File: src/rtl/dsl_regs.vh
`ifndef DSL_REGS_VH
`define DSL_REGS_VH

// Access size codes on req_size.
`define DSL_SIZE_WORD 2'h0
`define DSL_SIZE_TRIPLE 2'h1
`define DSL_SIZE_HALF 2'h2
`define DSL_SIZE_BYTE 2'h3

// Bank width field codes.
`define DSL_WIDTH_32 2'h0
`define DSL_WIDTH_16 2'h1
`define DSL_WIDTH_8 2'h2
`define DSL_WIDTH_RSVD 2'h3

// Low host address values.
`define DSL_ADDR_00 2'h0
`define DSL_ADDR_01 2'h1
`define DSL_ADDR_10 2'h2
`define DSL_ADDR_11 2'h3

// Transfer step numbers and counts.
`define DSL_STEP_0 2'h0
`define DSL_STEP_1 2'h1
`define DSL_COUNT_1 2'h0
`define DSL_COUNT_2 2'h1
`define DSL_COUNT_3 2'h2
`define DSL_COUNT_4 2'h3

// Lane enable sets, bit n set means lane n carries a byte.
`define DSL_EN_NONE 4'h0
`define DSL_EN_ALL 4'hF
`define DSL_EN_L3 4'h8
`define DSL_EN_L2 4'h4
`define DSL_EN_L32 4'hC
`define DSL_EN_L10 4'h3
`define DSL_EN_L321 4'hE
`define DSL_EN_L210 4'h7
`define DSL_EN_L0 4'h1

// Byte index values.
`define DSL_BYTE_0 2'h0
`define DSL_BYTE_1 2'h1
`define DSL_BYTE_2 2'h2
`define DSL_BYTE_3 2'h3

// Idle levels of the active-low strobes and masks.
`define DSL_STROBE_IDLE 4'hF
`define DSL_MASK_IDLE 1'h1
`define DSL_DATA_ZERO 32'h0000_0000

// Decode vector layout: addr, enables, lane 3..0 byte indices.
`define DSL_DEC_W 14
`define DSL_DEC_ADDR 13:12
`define DSL_DEC_EN 11:8
`define DSL_DEC_IDX 7:0

`endif

File: src/rtl/dsl_byte_gather.v
`timescale 1ns/1ps
// Finds the lane, if any, that carries one CPU byte on a read.
module dsl_byte_gather #(
   parameter [1:0] BYTE_NUM = 2'h0
) (
   input wire [31:0] lanes,
   input wire [3:0] lane_en,
   input wire [7:0] lane_idx,
   output reg hit,
   output reg [7:0] value
);
   integer n;
   always @* begin
      hit = 1'b0;
      value = 8'h00;
      for (n = 0; n < 4; n = n + 1) begin
         if (lane_en[n] && lane_idx[2*n +: 2] == BYTE_NUM) begin
            hit = 1'b1;
            value = lanes[8*n +: 8];
         end
      end
   end
endmodule // dsl_byte_gather

File: src/rtl/dsl_lane_mux.v
`timescale 1ns/1ps
// Picks the CPU byte that one data lane carries on a write.
module dsl_lane_mux (
   input wire [31:0] cpu_data,
   input wire [1:0] byte_idx,
   input wire lane_en,
   output reg [7:0] lane_byte
);
   always @* begin
      lane_byte = 8'h00;
      if (lane_en) begin
         case (byte_idx)
            2'h0: lane_byte = cpu_data[7:0];
            2'h1: lane_byte = cpu_data[15:8];
            2'h2: lane_byte = cpu_data[23:16];
            default: lane_byte = cpu_data[31:24];
         endcase
      end
   end
endmodule // dsl_lane_mux

File: src/rtl/dsl_steer.v
`timescale 1ns/1ps
`include "dsl_regs.vh"
// Summary of operation
// - 16-bit SDRAM word: two transfers at 00 and 10 on upper two lanes.
// - 16-bit SDRAM triple at 01: upper lane only first, both lanes at 10.
// - 16-bit SDRAM triple at 00: both lanes first, lane 23:16 alone at 10.
// - 16-bit SDRAM half-word: one transfer, both masks enabled.
// - 16-bit SDRAM byte: even address on lane 23:16, odd on 31:24.
// - 8-bit SDRAM: lane 31:24 only, masks LH, word in four byte transfers.
// - 8-bit SDRAM triple byte: three transfers from the start address.
// - 8-bit SDRAM half-word: two transfers at consecutive addresses.
// - 8-bit SDRAM byte: one transfer, byte on lane 31:24.
// - Bus width comes from the selected bank's two-bit width field.
// - 32-bit DRAM word: all strobes enabled, bytes pass straight through.
// - 32-bit DRAM triple: HLLL at 00, LLLH at 01, bytes straight.
// - 32-bit DRAM half-word: HHLL at 00, LLHH at 10 with shifted data.
// - 32-bit DRAM byte: exactly one strobe low, chosen by address.
// - 16-bit DRAM: upper lanes only, lower strobes stay high.
// - 16-bit DRAM partial accesses use the fixed strobe patterns.
// - DRAM strobe patterns apply on reads as well as writes.
// - Lanes carrying no byte are don't-care and are ignored on reads.
// - Lanes, strobes and masks use little-endian naming.
module dsl_steer (
   input wire mclk,
   input wire reset,
   input wire req_valid,
   input wire req_write,
   input wire req_dram,
   input wire req_bank,
   input wire [1:0] req_size,
   input wire [1:0] host_low_address,
   input wire [31:0] req_wdata,
   input wire [1:0] bank_width_field0,
   input wire [1:0] bank_width_field1,
   input wire xfer_ack,
   input wire [31:0] rd_lane_le,
   output reg busy,
   output reg req_reject,
   output reg xfer_active,
   output reg [1:0] xfer_addr,
   output reg [31:0] data_lane_le,
   output reg data_lane_oe,
   output reg upper_lane_mask_le,
   output reg lower_lane_mask_le,
   output reg [3:0] column_strobe_le,
   output reg access_done,
   output reg [31:0] rd_data
);

   localparam [2:0] ST_IDLE = 3'h1;
   localparam [2:0] ST_XFER = 3'h2;
   localparam [2:0] ST_DONE = 3'h4;

   reg [2:0] state;
   reg [2:0] next_state;
   reg cap_write;
   reg cap_dram;
   reg [1:0] cap_size;
   reg [1:0] cap_addr;
   reg [1:0] cap_width;
   reg [31:0] cap_wdata;
   reg [1:0] step;
   reg [1:0] last_step;
   reg [3:0] cur_en;
   reg [7:0] cur_idx;
   reg [1:0] req_width;
   reg req_legal;
   reg load_req;
   reg advance;
   reg [1:0] dec_width;
   reg [1:0] dec_size;
   reg [1:0] dec_addr;
   reg [1:0] dec_step;
   reg dec_dram;
   reg [31:0] dec_wdata;
   reg dec_write;
   reg [`DSL_DEC_W-1:0] dec;
   reg next_upper_mask;
   reg next_lower_mask;
   reg [3:0] next_strobe;
   wire [31:0] next_lanes;
   wire [3:0] gather_hit;
   wire [31:0] gather_value;

   // Lane enables and byte indices for one transfer step.
   function [`DSL_DEC_W-1:0] dsl_decode;
      input [1:0] width;
      input [1:0] size;
      input [1:0] addr;
      input [1:0] stp;
      reg [1:0] xa;
      reg [3:0] en;
      reg [1:0] i3;
      reg [1:0] i2;
      reg [1:0] i1;
      reg [1:0] i0;
      reg [1:0] first;
      reg [1:0] shift;
      begin
         xa = addr;
         en = `DSL_EN_NONE;
         i3 = `DSL_BYTE_0;
         i2 = `DSL_BYTE_0;
         i1 = `DSL_BYTE_0;
         i0 = `DSL_BYTE_0;
         first = `DSL_BYTE_0;
         shift = `DSL_ADDR_00;
         case (width)
            `DSL_WIDTH_8: begin
               en = `DSL_EN_L3;
               if (size == `DSL_SIZE_TRIPLE) begin
                  first = {1'b0, addr[0]};
               end
               i3 = first + stp;
               xa = addr + stp;
               if (size == `DSL_SIZE_BYTE) begin
                  i3 = `DSL_BYTE_0;
                  xa = addr;
               end
            end
            `DSL_WIDTH_16: begin
               en = `DSL_EN_L32;
               i3 = {stp[0], 1'b1};
               i2 = {stp[0], 1'b0};
               xa = stp[0] ? `DSL_ADDR_10 : addr;
               if (size == `DSL_SIZE_TRIPLE) begin
                  if (addr[0] && !stp[0]) begin
                     en = `DSL_EN_L3;
                  end
                  if (!addr[0] && stp[0]) begin
                     en = `DSL_EN_L2;
                  end
               end
               if (size == `DSL_SIZE_HALF) begin
                  xa = addr;
               end
               if (size == `DSL_SIZE_BYTE) begin
                  i3 = `DSL_BYTE_0;
                  i2 = `DSL_BYTE_0;
                  en = addr[0] ? `DSL_EN_L3 : `DSL_EN_L2;
               end
            end
            default: begin
               if (size == `DSL_SIZE_HALF || size == `DSL_SIZE_BYTE) begin
                  shift = addr;
               end
               i3 = `DSL_BYTE_3 - shift;
               i2 = `DSL_BYTE_2 - shift;
               i1 = `DSL_BYTE_1 - shift;
               i0 = `DSL_BYTE_0 - shift;
               case (size)
                  `DSL_SIZE_WORD: en = `DSL_EN_ALL;
                  `DSL_SIZE_TRIPLE: en = addr[0] ? `DSL_EN_L321 : `DSL_EN_L210;
                  `DSL_SIZE_HALF: en = addr[1] ? `DSL_EN_L32 : `DSL_EN_L10;
                  default: en = `DSL_EN_L0 << addr;
               endcase
            end
         endcase
         dsl_decode = {xa, en, i3, i2, i1, i0};
      end
   endfunction

   // Index of the final transfer step of an access.
   function [1:0] dsl_last;
      input [1:0] width;
      input [1:0] size;
      begin
         dsl_last = `DSL_COUNT_1;
         if (width == `DSL_WIDTH_8) begin
            case (size)
               `DSL_SIZE_WORD: dsl_last = `DSL_COUNT_4;
               `DSL_SIZE_TRIPLE: dsl_last = `DSL_COUNT_3;
               `DSL_SIZE_HALF: dsl_last = `DSL_COUNT_2;
               default: dsl_last = `DSL_COUNT_1;
            endcase
         end else if (width == `DSL_WIDTH_16) begin
            if (size == `DSL_SIZE_WORD || size == `DSL_SIZE_TRIPLE) begin
               dsl_last = `DSL_COUNT_2;
            end
         end
      end
   endfunction

   always @* begin
      req_width = req_bank ? bank_width_field1 : bank_width_field0;
   end

   // Misaligned sizes and the reserved width are refused.
   always @* begin
      req_legal = (req_width != `DSL_WIDTH_RSVD);
      case (req_size)
         `DSL_SIZE_WORD: begin
            if (host_low_address != `DSL_ADDR_00) begin
               req_legal = 1'b0;
            end
         end
         `DSL_SIZE_TRIPLE: begin
            if (host_low_address[1]) begin
               req_legal = 1'b0;
            end
         end
         `DSL_SIZE_HALF: begin
            if (host_low_address[0]) begin
               req_legal = 1'b0;
            end
         end
         default: begin
         end
      endcase
   end

   always @* begin
      load_req = (state == ST_IDLE) && req_valid && req_legal;
      advance = (state == ST_XFER) && xfer_ack && (step != last_step);
   end

   always @* begin
      next_state = state;
      case (state)
         ST_IDLE: begin
            if (load_req) begin
               next_state = ST_XFER;
            end
         end
         ST_XFER: begin
            if (xfer_ack && step == last_step) begin
               next_state = ST_DONE;
            end
         end
         ST_DONE: next_state = ST_IDLE;
         default: next_state = ST_IDLE;
      endcase
   end

   // Decode the step whose outputs appear on the next edge.
   always @* begin
      if (state == ST_IDLE) begin
         dec_width = req_width;
         dec_size = req_size;
         dec_addr = host_low_address;
         dec_step = `DSL_STEP_0;
         dec_dram = req_dram;
         dec_wdata = req_wdata;
         dec_write = req_write;
      end else begin
         dec_width = cap_width;
         dec_size = cap_size;
         dec_addr = cap_addr;
         dec_step = step + `DSL_STEP_1;
         dec_dram = cap_dram;
         dec_wdata = cap_wdata;
         dec_write = cap_write;
      end
      dec = dsl_decode(dec_width, dec_size, dec_addr, dec_step);
   end

   always @* begin
      next_strobe = `DSL_STROBE_IDLE;
      next_upper_mask = `DSL_MASK_IDLE;
      next_lower_mask = `DSL_MASK_IDLE;
      if (dec_dram) begin
         next_strobe = ~dec[`DSL_DEC_EN];
         if (dec_width == `DSL_WIDTH_16) begin
            next_strobe[1:0] = 2'h3;
         end
      end else if (dec_width == `DSL_WIDTH_32) begin
         next_upper_mask = ~(dec[11] | dec[10]);
         next_lower_mask = ~(dec[9] | dec[8]);
      end else begin
         next_upper_mask = ~dec[11];
         next_lower_mask = ~dec[10];
      end
   end

   genvar g;
   generate
      for (g = 0; g < 4; g = g + 1) begin : lanes
         dsl_lane_mux u_mux (
            .cpu_data(dec_wdata),
            .byte_idx(dec[2*g +: 2]),
            .lane_en(dec[8 + g] & dec_write),
            .lane_byte(next_lanes[8*g +: 8])
         );
         dsl_byte_gather #(
            .BYTE_NUM(g[1:0])
         ) u_gather (
            .lanes(rd_lane_le),
            .lane_en(cur_en),
            .lane_idx(cur_idx),
            .hit(gather_hit[g]),
            .value(gather_value[8*g +: 8])
         );
      end
   endgenerate

   always @(posedge mclk) begin
      if (reset) begin
         state <= ST_IDLE;
         step <= `DSL_STEP_0;
         last_step <= `DSL_COUNT_1;
         cap_write <= 1'b0;
         cap_dram <= 1'b0;
         cap_size <= `DSL_SIZE_WORD;
         cap_addr <= `DSL_ADDR_00;
         cap_width <= `DSL_WIDTH_32;
         cap_wdata <= `DSL_DATA_ZERO;
      end else begin
         state <= next_state;
         if (load_req) begin
            step <= `DSL_STEP_0;
            last_step <= dsl_last(req_width, req_size);
            cap_write <= req_write;
            cap_dram <= req_dram;
            cap_size <= req_size;
            cap_addr <= host_low_address;
            cap_width <= req_width;
            cap_wdata <= req_wdata;
         end else if (advance) begin
            step <= step + `DSL_STEP_1;
         end
      end
   end

   // Pin-facing outputs, held until the step is acknowledged.
   always @(posedge mclk) begin
      if (reset) begin
         xfer_active <= 1'b0;
         xfer_addr <= `DSL_ADDR_00;
         data_lane_le <= `DSL_DATA_ZERO;
         data_lane_oe <= 1'b0;
         upper_lane_mask_le <= `DSL_MASK_IDLE;
         lower_lane_mask_le <= `DSL_MASK_IDLE;
         column_strobe_le <= `DSL_STROBE_IDLE;
         cur_en <= `DSL_EN_NONE;
         cur_idx <= 8'h00;
      end else if (load_req || advance) begin
         xfer_active <= 1'b1;
         xfer_addr <= dec[`DSL_DEC_ADDR];
         data_lane_le <= next_lanes;
         data_lane_oe <= dec_write;
         upper_lane_mask_le <= next_upper_mask;
         lower_lane_mask_le <= next_lower_mask;
         column_strobe_le <= next_strobe;
         cur_en <= dec[`DSL_DEC_EN];
         cur_idx <= dec[`DSL_DEC_IDX];
      end else if (state == ST_XFER && xfer_ack) begin
         xfer_active <= 1'b0;
         xfer_addr <= `DSL_ADDR_00;
         data_lane_le <= `DSL_DATA_ZERO;
         data_lane_oe <= 1'b0;
         upper_lane_mask_le <= `DSL_MASK_IDLE;
         lower_lane_mask_le <= `DSL_MASK_IDLE;
         column_strobe_le <= `DSL_STROBE_IDLE;
         cur_en <= `DSL_EN_NONE;
      end
   end

   integer b;
   // read bytes gathered only from carrying lanes
   always @(posedge mclk) begin
      if (reset) begin
         rd_data <= `DSL_DATA_ZERO;
      end else if (load_req) begin
         rd_data <= `DSL_DATA_ZERO;
      end else if (state == ST_XFER && xfer_ack && !cap_write) begin
         for (b = 0; b < 4; b = b + 1) begin
            if (gather_hit[b]) begin
               rd_data[8*b +: 8] <= gather_value[8*b +: 8];
            end
         end
      end
   end

   always @(posedge mclk) begin
      if (reset) begin
         busy <= 1'b0;
         req_reject <= 1'b0;
         access_done <= 1'b0;
      end else begin
         busy <= (next_state != ST_IDLE);
         req_reject <= (state == ST_IDLE) && req_valid && !req_legal;
         access_done <= (state == ST_XFER) && xfer_ack && (step == last_step);
      end
   end

endmodule // dsl_steer

File: config.mk
export PLATFORM = sky130hd
export DESIGN_NAME = dsl_steer
export DESIGN_NICKNAME = d
export VERILOG_FILES = /design/src/rtl/dsl_byte_gather.v /design/src/rtl/dsl_lane_mux.v /design/src/rtl/dsl_steer.v
export VERILOG_INCLUDE_DIRS = /design/src /design/src/rtl
export SDC_FILE = /design/constraint.sdc
export NUM_CORES = 1
export LEC_CHECK = 0
export ABC_AREA = 1
export BUFFER_PORTS_ARGS = -buffer_cell sky130_fd_sc_hd__buf_2
export CAP_MARGIN = 20
export CORE_ASPECT_RATIO = 2
export CORE_UTILIZATION = 41
export CTS_CLUSTER_SIZE = 20
export DETAILED_ROUTE_END_ITERATION = 7
export PLACE_DENSITY = 0.58
export SYNTH_ARGS = -nofsm -noshare
export SYNTH_HDL_FRONTEND = slang
export SYNTH_HIERARCHICAL = 1
export SYNTH_SLANG_ARGS = --single-unit
export TNS_END_PERCENT = 50
File: constraint.sdc
create_clock -name mclk -period 3.4 [get_ports mclk]
set_input_delay 0.17 -clock mclk [delete_from_list [all_inputs] [get_ports mclk]]
set_output_delay 0.17 -clock mclk [all_outputs]
set_load 0.005 [all_outputs]
Yosys cells after proc, flatten, opt, wreduce, memory -nomap -nowiden

Index checks and enable logic that the tools add are counted.

Eq/ne operators: 35
Shift operators: 1
Reductions and logical operators: 52
Bitwise operators: 11
Multiplexer cells: 103
Add/subtract/negate cells: 7

Operators with widths:

| kind                                          | number |
|---|---|
| 2-to-1 mux 8 bit                              | 20 |
| 2-to-1 mux 32 bit                             | 3 |
| one-hot mux 8 bit (3 select lines)            | 4 |
| 2-to-1 mux 4 bit                              | 11 |
| 2-to-1 mux 2 bit                              | 20 |
| == test 2 bit, second input constant          | 17 |
| 2-to-1 mux 1 bit                              | 34 |
| logical AND 1 bit                             | 26 |
| == test 2 x 1 -> 1 bit, second input constant | 12 |
| logical NOT 2 bit                             | 11 |
| one-hot mux 2 bit (2 select lines)            | 3 |
| one-hot mux 4 bit (3 select lines)            | 1 |
| 2-to-1 mux 3 bit                              | 3 |
| one-hot mux 4 bit (2 select lines)            | 1 |
| AND reduction 2 bit                           | 4 |
| one-hot mux 2 bit (3 select lines)            | 1 |
| one-hot mux 3 bit (2 select lines)            | 1 |
| adder 2 bit                                   | 2 |
| bitwise AND 1 bit                             | 4 |
| logical NOT 1 bit                             | 4 |
| NOT 1 bit                                     | 4 |
| NOT 4 bit                                     | 1 |
| nonzero test 2 bit                            | 2 |
| OR reduction 2 bit                            | 2 |
| 13 further kinds                              | 18 |

Bits of input ports: 79
Word-level logic and storage cells: 234
Output and inout bits: 77
Bits in registers: 136

Longest topological paths before layout

Gate-level depths: netlist (run 1).

Depth in word-level cells: 14
Gate-level depth with buffers: 22

Modules after synthesis

Netlist (run 1), hierarchy kept.

By module, submodules not included:

| module                                  | seq. area each (um2) | area an instance (um2) | cells each | times used |
|---|---|---|---|---|
| dsl_steer                               | 2702.6               | 5853.1                 | 815        | 1 |
| dsl_lane_mux                            | 0.0                  | 312.8                  | 72         | 4 |
| dsl_byte_gather (lanes[1].u_gather ...) | 0.0                  | 473.0                  | 92         | 2 |
| dsl_byte_gather (lanes[0].u_gather)     | 0.0                  | 506.7                  | 104        | 1 |
| dsl_byte_gather (lanes[3].u_gather)     | 0.0                  | 361.6                  | 76         | 1 |

Least setup slack after synthesis (run 1)

OpenSTA, ideal clock, no wires.

Path type: register -> register
From: register state[2]
To: register data_lane_le[23]
Slack: 0.504 ns
Path buffers: 4
Cell stages (with the launch flop): 22
Period minus slack after synthesis: 2.896 ns
Arrival: 2.826 ns
Library setup time: 0.070 ns
Cell sequence: dfxtp_1 inv_1 nand3_2 buf_6 buf_6 o21ai_0 inv_1 ha_1 clkbuf_2 inv_1 nor3_1 nand2_1 nand2_1 inv_1 buf_6 nor2_2 nand2_1 nand3_1 nand2_1 inv_1 nand2_1 a21oi_1

Longest elaborated chain between the ends: 12

RTL lines:

| what                                   | RTL line          | text |
|---|---|---|
| start, declared                        | dsl_steer.v:54    | `reg [2:0] state;` |
| start signal, assigned                 | dsl_steer.v:308   | `state <= next_state;` |
| == test 3 x 1 -> 1 bit (*)             | dsl_steer.v:237   | `if (state == ST_IDLE) begin` |
| 2-to-1 mux 2 bit                       | dsl_steer.v:237   |  |
| == test 2 bit                          | --                |  |
| logical OR 1 bit (no line)             | --                |  |
| 2-to-1 mux 2 bit                       | dsl_steer.v:144   | `` if (size == `DSL_SIZE_HALF \|\| size == `DSL_SIZE_BYTE) begin `` |
| 2-to-1 mux 2 bit                       | dsl_steer.v:108   | `case (width)` |
| subtractor 2 bit (no line)             | --                |  |
| one-hot mux 2 bit (2 select lines) (*) | dsl_steer.v:108   |  |
| net dsl_decode.i2[1]                   | dsl_steer.v:94    | `reg [1:0] i2;` |
| == test 2 bit (tied with other cells)  | dsl_lane_mux.v:12 | `case (byte_idx)` |
| one-hot mux 8 bit (3 select lines) (*) | dsl_lane_mux.v:12 |  |
| 2-to-1 mux 8 bit (*)                   | dsl_lane_mux.v:11 | `if (lane_en) begin` |
| net next_lanes[23]                     | dsl_steer.v:81    | `wire [31:0] next_lanes;` |
| 2-to-1 mux 32 bit (*)                  | dsl_steer.v:336   | `end else if (load_req \|\| advance) begin` |
| end signal, assigned                   | dsl_steer.v:329   | `` data_lane_le <= `DSL_DATA_ZERO; `` |
| end signal, assigned                   | dsl_steer.v:339   | `data_lane_le <= next_lanes;` |
| end signal, assigned                   | dsl_steer.v:349   | `` data_lane_le <= `DSL_DATA_ZERO; `` |
| end, declared                          | dsl_steer.v:41    | `output reg [31:0] data_lane_le,` |

Mark *: on every way through the listed nets, which the timed path passes. The rest lies on a longest branch. The select of a mux whose other input is x is not followed.
A chain may end at the register's enable or synchronous reset.

Final worst setup path (run 1)

From: register state[0]
To: register data_lane_le[1]

Longest elaborated chain between the ends: 12

RTL lines:

| what                                   | RTL line          | text |
|---|---|---|
| == test 3 x 1 -> 1 bit (*)             | dsl_steer.v:237   |  |
| 2-to-1 mux 2 bit                       | dsl_steer.v:237   |  |
| == test 2 bit                          | --                |  |
| logical OR 1 bit (no line)             | --                |  |
| 2-to-1 mux 2 bit                       | dsl_steer.v:144   |  |
| 2-to-1 mux 2 bit                       | dsl_steer.v:108   |  |
| subtractor 1 x 2 -> 2 bit (no line)    | --                |  |
| 2-to-1 mux 2 bit (*)                   | dsl_steer.v:108   |  |
| net dsl_decode.i0[0]                   | dsl_steer.v:96    | `reg [1:0] i0;` |
| == test 2 bit (tied with other cells)  | dsl_lane_mux.v:12 |  |
| one-hot mux 8 bit (3 select lines) (*) | dsl_lane_mux.v:12 |  |
| 2-to-1 mux 8 bit (*)                   | dsl_lane_mux.v:11 |  |
| net next_lanes[1]                      | dsl_steer.v:81    |  |
| 2-to-1 mux 32 bit (*)                  | dsl_steer.v:336   |  |

Marks and branches as above.

==> tab_implementation.tex, run 1 <==
\begin{tabular}{lr}
\hline
Metric & Value \\
\hline
\multicolumn{2}{l}{\textbf{Worst setup path}} \\
Kind of cell with the highest combined delay on the critical path & simple AND/OR/NAND/NOR gates \\
Crit path DAT & 3.30 ns \\
Largest stage delay, worst path & $\sim$0.43 ns \\
Worst path cell trace & nand3\_2, o21ai\_0, inv\_1, ha\_1, inv\_1, nor2\_2, buf\_4, nand2\_1, nor2\_1, nor2\_1, nand2\_1, inv\_1, nand2\_1, a21oi\_1 \\
CP Capture Type & flop \\
Reg-to-reg slack, setup & $\sim$0.41 ns \\
Largest fanout on the critical path & 27 \\
Startpoint class of the critical path & flop \\
Number of buffers and inverters on the critical path & 4 \\
Setup CP Type & flop to flop \\
Req. time, crit path & around 3.7 ns \\
Library cell contributing the largest single delay on the critical path & sky130\_fd\_sc\_hd\_\_dfxtp\_1 \\
\multicolumn{2}{l}{\textbf{Clocking}} \\
Clock transition time at the flip-flop clock pins of the worst setup and hold paths & 0.06 ns \\
Clock tree from TritonCTS & done \\
Number of clock buffers inserted by TritonCTS & 17 \\
Deepest level of the CTS H-tree & 4 \\
Clock tree sinks & 135 \\
Maximum buffer depth of the clock tree & 2 \\
Root buffer cell & sky130\_fd\_sc\_hd\_\_clkbuf\_16 \\
Clock latency on the worst-skew pair & 0.44 ns \\
\multicolumn{2}{l}{\textbf{Cells and area}} \\
Fraction of layout instances using a drive strength above 1 & 19.3\% \\
Syn-to-layout area delta & 19.3\% \\
Area taken by multi-input logic gates & approximately 5000 µm² \\
Total Nets Final & 1714 \\
Final std cells w/o fill & 1912 \\
Diodes inserted & 0 \\
FF+latch area & 2700 µm² \\
Total of fill cells in the finished design & 2365 \\
Post-layout utilization of the core & about half \\
\multicolumn{2}{l}{\textbf{Floorplan}} \\
Total number of placement rows & 76 \\
Initial standard-cell utilization of the core & 41.7\% \\
Total die area & about 22000 µm² \\
Core ar. & between 20000 and 25000 µm² \\
Number of I/O pins & between 150 and 200 \\
Horiz. Die Dim & roughly 110 µm \\
Die Ht & $\sim$210 µm \\
\multicolumn{2}{l}{\textbf{Detailed routing}} \\
Via count & 9965 \\
DRC violation count after routing & 0 \\
Detailed-route vias per instance & $\sim$5.2 \\
Starting DRT DRC Count & around 470 \\
Antenna Nets Post-Route & 0 \\
Average wire per standard cell & 18.4 µm \\
Routed wire length & 35100 µm \\
Drt first pass iters & 5 \\
\multicolumn{2}{l}{\textbf{STA}} \\
Maximum clock frequency & 334 MHz \\
Min Clock Period, post-route & 2.99 ns \\
RSZ-0062 raised after global routing & false \\
Total count of max-transition violations in the final report & 0 \\
Setup-failing EPs final & 0 \\
Fin. Hold Viols & 0 \\
Sum Neg Setup Slack & 0 ns \\
Final setup skew & 0.00709 ns \\
Share of the clock period used by the worst path & 88.1\% \\
Slew at the pin closest to its max-slew limit & just under 1 ns \\
Relative slew slack & between 30\% and 40\% \\
\multicolumn{2}{l}{\textbf{Status}} \\
Outcome & complete, no violations \\
\multicolumn{2}{l}{\textbf{Pwr}} \\
Power density relative to cell area & $\sim$470 nW/µm² \\
VDD IR max & 0.357 mV \\
Leakage component of the power & 5.16 nW \\
\multicolumn{2}{l}{\textbf{GRT}} \\
All-Layer GR Usage & 32.7\% \\
Number of antenna violations at the first check in global routing & 0 \\
First-pass GRT wire length & 54400 µm \\
Total grt overflow & 0 \\
Maximum number of pins on one net before global-route repair & 72 \\
Number of global-route vias before repair & 9872 \\
\multicolumn{2}{l}{\textbf{Synth}} \\
Average instance area after synthesis & 6.08 µm² \\
Cell count after synthesis & 1467 \\
Number of storage elements in the synthesis netlist & 135 \\
Mapped Nets & between 1.5k and 2k \\
Fraction of the yosys area taken by sequential cells & 30.3\% \\
Library cells used by synthesis & 42 \\
Mapped cell area & 8920 µm² \\
YS warnings & 6 \\
\multicolumn{2}{l}{\textbf{Worst hold path}} \\
Worst hold-check path type & input port to flop \\
\multicolumn{2}{l}{\textbf{Placement}} \\
Global placement routability congestion & 0.974 \\
IO Port Bufs & 155 \\
Final HPWL from detailed placement & 27000 µm \\
Number of placed instances, taps included & 1879 \\
\multicolumn{2}{l}{\textbf{Job}} \\
Max-Cap Viols & 0 \\
\hline
\end{tabular}
[layer usage]
layer,global-route usage [%],part of all wire (%),wire length (µm)
met1,28.3,33,11500
met2,62.6,54,18900
met3,6.15,4.4,1540
met4,27.3,9.0,3160
met5,0,0,0
[cells by family after synthesis]
kind of cell    synth area share, %
simple gates                   34.3
flops                          30.3
compound gates                 21.0
buf+inv                        13.0
fa+ha+maj                      1.12
xor+xnor                      0.295
[worst reg2reg max path, cell delays in order (launching register included)]
cell and delay [ns]:
sky130_fd_sc_hd__dfxtp_1 0.43, sky130_fd_sc_hd__nand3_2 0.14, sky130_fd_sc_hd__o21ai_0 0.41, sky130_fd_sc_hd__inv_1 0.09
sky130_fd_sc_hd__ha_1 0.31, sky130_fd_sc_hd__inv_1 0.13, sky130_fd_sc_hd__nor2_2 0.25, sky130_fd_sc_hd__buf_4 0.32
sky130_fd_sc_hd__nand2_1 0.28, sky130_fd_sc_hd__nor2_1 0.16, sky130_fd_sc_hd__nor2_1 0.05, sky130_fd_sc_hd__nand2_1 0.10
sky130_fd_sc_hd__inv_1 0.05, sky130_fd_sc_hd__nand2_1 0.05, sky130_fd_sc_hd__a21oi_1 0.07
[state kept, by name, indices dropped and copies added, names as in the netlist, 2 cells and up]
name and flops:
cap_wdata 32, data_lane_le 32, rd_data 32, cur_idx 7, column_strobe_le 4, cur_en 4, state 3, cap_addr 2
cap_size 2, cap_width 2, last_step 2, step 2, xfer_addr 2
[area by class of cell]
type                    count  share of cell area, %
flip-flops and latches    135                   25.4
clock buffers              25                   4.75
inverters                 208                   7.34
clock inverters             6                  0.846
multi-input cells        1060                   47.6
well taps                 273                   3.21
repair buffers            205                   10.9
[through the flow]
stage | hold WS, ns | power (mW) | cell area [µm²] | worst slack (ns)
finish | 0.0145 | 5.02 | 10600 | 0.405
global route | 0.0277 | 5.28 | 10600 | 0.0411
CTS | 0.00112 | 5.04 | 10600 | 0.318
detailed placement | 0.438 | 3.12 | 10000 | 0.305
global placement | 0.433 | 3.13 | 10000 | 0.371
floorplan | 0.252 | 2.64 | 8920 | 0.504
[cells in the mapped netlist (all sizes together)]
| cell type | count | area (µm²) |
|---|---|---|
| a211oi | 1 | 7.51 |
| nand4 | 25 | 171 |
| buf | 43 | 297 |
| a31oi | 1 | 6.26 |
| xor2 | 1 | 8.76 |
| o21bai | 2 | 15.0 |
| o22ai | 3 | 18.8 |
| nand2 | 388 | 1500 |
| a22oi | 1 | 7.51 |
| o21ai | 176 | 937 |
| o21a | 6 | 45.0 |
| nand3 | 126 | 703 |
| nor2 | 155 | 634 |
| ha | 8 | 100 |
| nor3 | 3 | 15.0 |
| clkbuf | 21 | 80.1 |
| nand3b | 1 | 7.51 |
| inv | 206 | 773 |
| xnor2 | 2 | 17.5 |
| clkinv | 2 | 7.51 |
| a21oi | 155 | 817 |
| dfxtp | 135 | 2700 |
| or2 | 4 | 25.0 |
| o211ai | 2 | 20.0 |
[placed cells by master (no fill, tap or decap), drive strengths merged, types with 4 or more instances in the layout]
master  synthesis  layout
clkinv          2       5
nor2          155     155
buf            43     203
o21a            6       6
or2             4       4
dfxtp         135     135
inv           206     206
nand3         126     126
nand2         388     388
clkbuf         21      25
ha              8       8
nand4          25      25
o21ai         176     176
a21oi         155     155
[what timing repair did]
| item | CTS | global route |
|---|---|---|
| hold endpoints to repair | 2 | 0 |
| hold buffers | 2 | 0 |
| resized for setup | 0 | 1 |
| buffers inserted | 0 | 0 |
| setup endpoints to repair | 0 | 7 |
[final timing paths]
kind	start	endpoint	cells past startpoint
max	state[0]$_SDFF_PP1_	data_lane_le[1]$_SDFFE_PP0P_	14
min	req_valid	req_reject$_SDFF_PP0_	3
max reg2reg	state[0]$_SDFF_PP1_	data_lane_le[1]$_SDFFE_PP0P_	14
min reg2reg	cap_wdata[23]$_SDFFE_PP0P_	cap_wdata[23]$_SDFFE_PP0P_	2
[where the power goes]
| part | internal [mW] | switching [mW] | total [mW] |
|---|---|---|---|
| clock network | 1.17 | 0.734 | 1.91 |
| registers | 1.66 | 0.0555 | 1.71 |
| logic | 0.438 | 0.962 | 1.40 |
| total | 3.27 | 1.75 | 5.02 |
(Power assumes the default switching activity.)
==> run 2: changes to the inputs <==
Settings changed: REMOVE_ABC_BUFFERS set to 1.
==> run 2 against run 1 <==
Critical path depth grew 5. Largest power group is now registers. Global-route usage fell by 2.0 points. Combinational power decreased by 4%. Clock skew fell by 0.0020 ns. Utilization down 1.1 points. Critical path type unchanged. Sequential share of layout area grew 0.56 points. Clock power is 12% lower. Non-clock buffer count decreased by 21. Highest routed layer unchanged. Cell area down 2.1%. Setup slack lost 0.097 ns. Power is 5.5% lower.
==> tab_implementation.tex, run 2 (synthesis results as in run 1) <==
\begin{tabular}{lr}
\hline
Metric & Value \\
\hline
\multicolumn{2}{l}{\textbf{Status}} \\
Outcome & complete, no violations \\
\multicolumn{2}{l}{\textbf{STA}} \\
Fin. Hold Viols & 0 \\
Relative slew slack & a little over two fifths \\
Setup-failing EPs final & 0 \\
Sum Neg Setup Slack & 0 ns \\
Maximum clock frequency & 323 MHz \\
Total count of max-transition violations in the final report & 0 \\
Post-route worst hold slack & 0.0167 ns \\
Slew at the pin closest to its max-slew limit & 0.858 ns \\
RSZ-0062 raised after global routing & false \\
Final setup skew & 0.00508 ns \\
Min Clock Period, post-route & 3.09 ns \\
Share of the clock period used by the worst path & about 91\% \\
\multicolumn{2}{l}{\textbf{Cells and area}} \\
Highest-count cells in the layout ignoring fill and taps & 372 x sky130\_fd\_sc\_hd\_\_nand2\_1, 185 x sky130\_fd\_sc\_hd\_\_inv\_1, 155 x sky130\_fd\_sc\_hd\_\_buf\_2 \\
Largest registers & cap\_wdata x32, data\_lane\_le x32, rd\_data x32 \\
Diodes inserted & 0 \\
Total of fill cells in the finished design & 2408 \\
Post-layout utilization of the core & roughly half \\
Fraction of layout instances using a drive strength above 1 & 18.0\% \\
Most common cell after layout, fill and taps aside & sky130\_fd\_sc\_hd\_\_nand2\_1 \\
Area taken by multi-input logic gates & roughly 5100 µm² \\
FF+latch area & 2700 µm² \\
Total Nets Final & between 1.5k and 2k \\
Syn-to-layout area delta & 16.8\% \\
\multicolumn{2}{l}{\textbf{Placement}} \\
Final HPWL from detailed placement & 25500 µm \\
Global placement routability congestion & around 0.98 \\
IO Port Bufs & 155 \\
\multicolumn{2}{l}{\textbf{Worst setup path}} \\
Setup CP Type & flop to flop \\
Req. time, crit path & 3.77 ns \\
Kind of cell with the highest combined delay on the critical path & simple AND/OR/NAND/NOR gates \\
Largest stage delay, worst path & 0.38 ns \\
Largest fanout on the critical path & 18 \\
Startpoint class of the critical path & flop \\
Most common cell on crit path & sky130\_fd\_sc\_hd\_\_inv\_1 \\
Number of buffers and inverters on the critical path & 7 \\
Crit path DAT & roughly 3.5 ns \\
Worst path cell trace & inv\_1, nand3\_2, buf\_4, nand2\_1, o21ai\_0, inv\_1, ha\_1, inv\_1, nor2\_1, inv\_1, o21ai\_1, inv\_1, nor2\_2, nand2\_1, nand3\_1, nand2\_1, inv\_1, nand2\_1, a21oi\_1 \\
Library cell contributing the largest single delay on the critical path & sky130\_fd\_sc\_hd\_\_nor2\_2 \\
CP Capture Type & flop \\
\multicolumn{2}{l}{\textbf{Floorplan}} \\
Initial standard-cell utilization of the core & 41.7\% \\
Die Ht & 211 µm \\
Total die area & between 20000 and 25000 µm² \\
Total number of placement rows & 76 \\
Number of I/O pins & around 160 \\
Core ar. & 21400 µm² \\
Horiz. Die Dim & 106 µm \\
\multicolumn{2}{l}{\textbf{GRT}} \\
All-Layer GR Usage & a little under a third \\
Number of antenna violations at the first check in global routing & 0 \\
Maximum number of pins on one net before global-route repair & 80 \\
Number of global-route vias before repair & around 9.4k \\
Total grt overflow & 0 \\
First-pass GRT wire length & 51300 µm \\
\multicolumn{2}{l}{\textbf{Detailed routing}} \\
Routed wire length & roughly 33000 µm \\
Starting DRT DRC Count & approximately 460 \\
Antenna Nets Post-Route & 0 \\
Drt first pass iters & 6 \\
Average wire per standard cell & between 15 and 20 µm \\
Detailed-route vias per instance & 5.19 \\
DRC violation count after routing & 0 \\
Via count & 9804 \\
\multicolumn{2}{l}{\textbf{Pwr}} \\
Sw Ratio & approximately 36\% \\
Overall Power & 4.74 mW \\
Power share of the combinational group & 28.3\% \\
Leakage component of the power & 5.02 nW \\
VDD IR max & 0.461 mV \\
Total net switching power & 1.69 mW \\
P\_int & roughly 3.1 mW \\
Power density relative to cell area & 455 nW/µm² \\
Clock network power share & 35.5\% \\
Share of power burned in registers & 36.1\% \\
\multicolumn{2}{l}{\textbf{Clocking}} \\
Number of clock buffers inserted by TritonCTS & 17 \\
Clock tree sinks & 135 \\
Clock latency on the worst-skew pair & 0.45 ns \\
Maximum buffer depth of the clock tree & 2 \\
Root buffer cell & sky130\_fd\_sc\_hd\_\_clkbuf\_16 \\
Clock transition time at the flip-flop clock pins of the worst setup and hold paths & $\sim$0.06 ns \\
Deepest level of the CTS H-tree & 4 \\
Clock tree from TritonCTS & done \\
\multicolumn{2}{l}{\textbf{Job}} \\
Max-Cap Viols & 0 \\
\multicolumn{2}{l}{\textbf{Worst hold path}} \\
Worst hold-check path type & input port to flop \\
\hline
\end{tabular}
run 2: layout make-up:
cell class / count / share of cell area [%]
Clock buffer: 25 / 4.76
Tap cell: 273 / 3.28
Multi-Input combinational cell: 1060 / 48.7
Timing Repair Buffer: 184 / 9.66
Inverter: 208 / 7.50
Sequential cell: 135 / 25.9
Clock inverter: 3 / 0.192
run 2: metal layers:
| metal | vias to the layer above | GRT usage [%] | share of wire [%] |
|---|---|---|---|
| li1 | 4971 | - | - |
| met1 | 4379 | 26.9 | 33 |
| met2 | 332 | 58.4 | 54 |
| met3 | 122 | 5.75 | 4.5 |
| met4 | 0 | 26.1 | 8.3 |
| met5 | - | 0 | 0 |
run 2: path summary, 6_finish.rpt:
kind / endpoint / slack, ns / depth (start not counted) / start
worst max register to register: data_lane_le[25]$_SDFFE_PP0P_ / 0.31 / 19 / state[2]$_SDFF_PP0_
worst max-delay path: data_lane_le[25]$_SDFFE_PP0P_ / 0.31 / 19 / state[2]$_SDFF_PP0_
worst min-delay path: cap_wdata[29]$_SDFFE_PP0P_ / 0.02 / 3 / req_wdata[29]
worst min register to register: cap_wdata[7]$_SDFFE_PP0P_ / 0.44 / 2 / cap_wdata[7]$_SDFFE_PP0P_
run 2: power groups by stage:
stage	sequential, mW	clock (mW)	combinational [mW]
detailed placement	1.75	0	1.32
global placement	1.75	0	1.32
finish	1.71	1.68	1.34
CTS	1.71	1.72	1.33
floorplan	1.74	0	0.819
global route	1.72	1.77	1.49
run 2: worst min-delay path: cells and delay by family:
family | cells | cell delay (ns)
AO/OA/AOI/OAI | 2 | 0.17
buffers and inverters | 1 | 0.08
run 2: what timing repair did:
item	4_1_cts	5_1_grt
setup endpoints to repair	0	5
hold buffers	5	0
resized for setup	0	3
setup buffers	0	0
endpoints found under the hold margin	5	0
run 2: per-stage QoR:
stage	cell area [µm²]	setup slack, ns	cells
5_1_grt	10400	0.0151	1888
6_report	10400	0.308	1888
4_1_cts	10400	0.307	1888
3_3_place_gp	9840	0.350	1855
2_1_floorplan	8540	-0.612	1403
3_5_place_dp	9840	0.332	1855
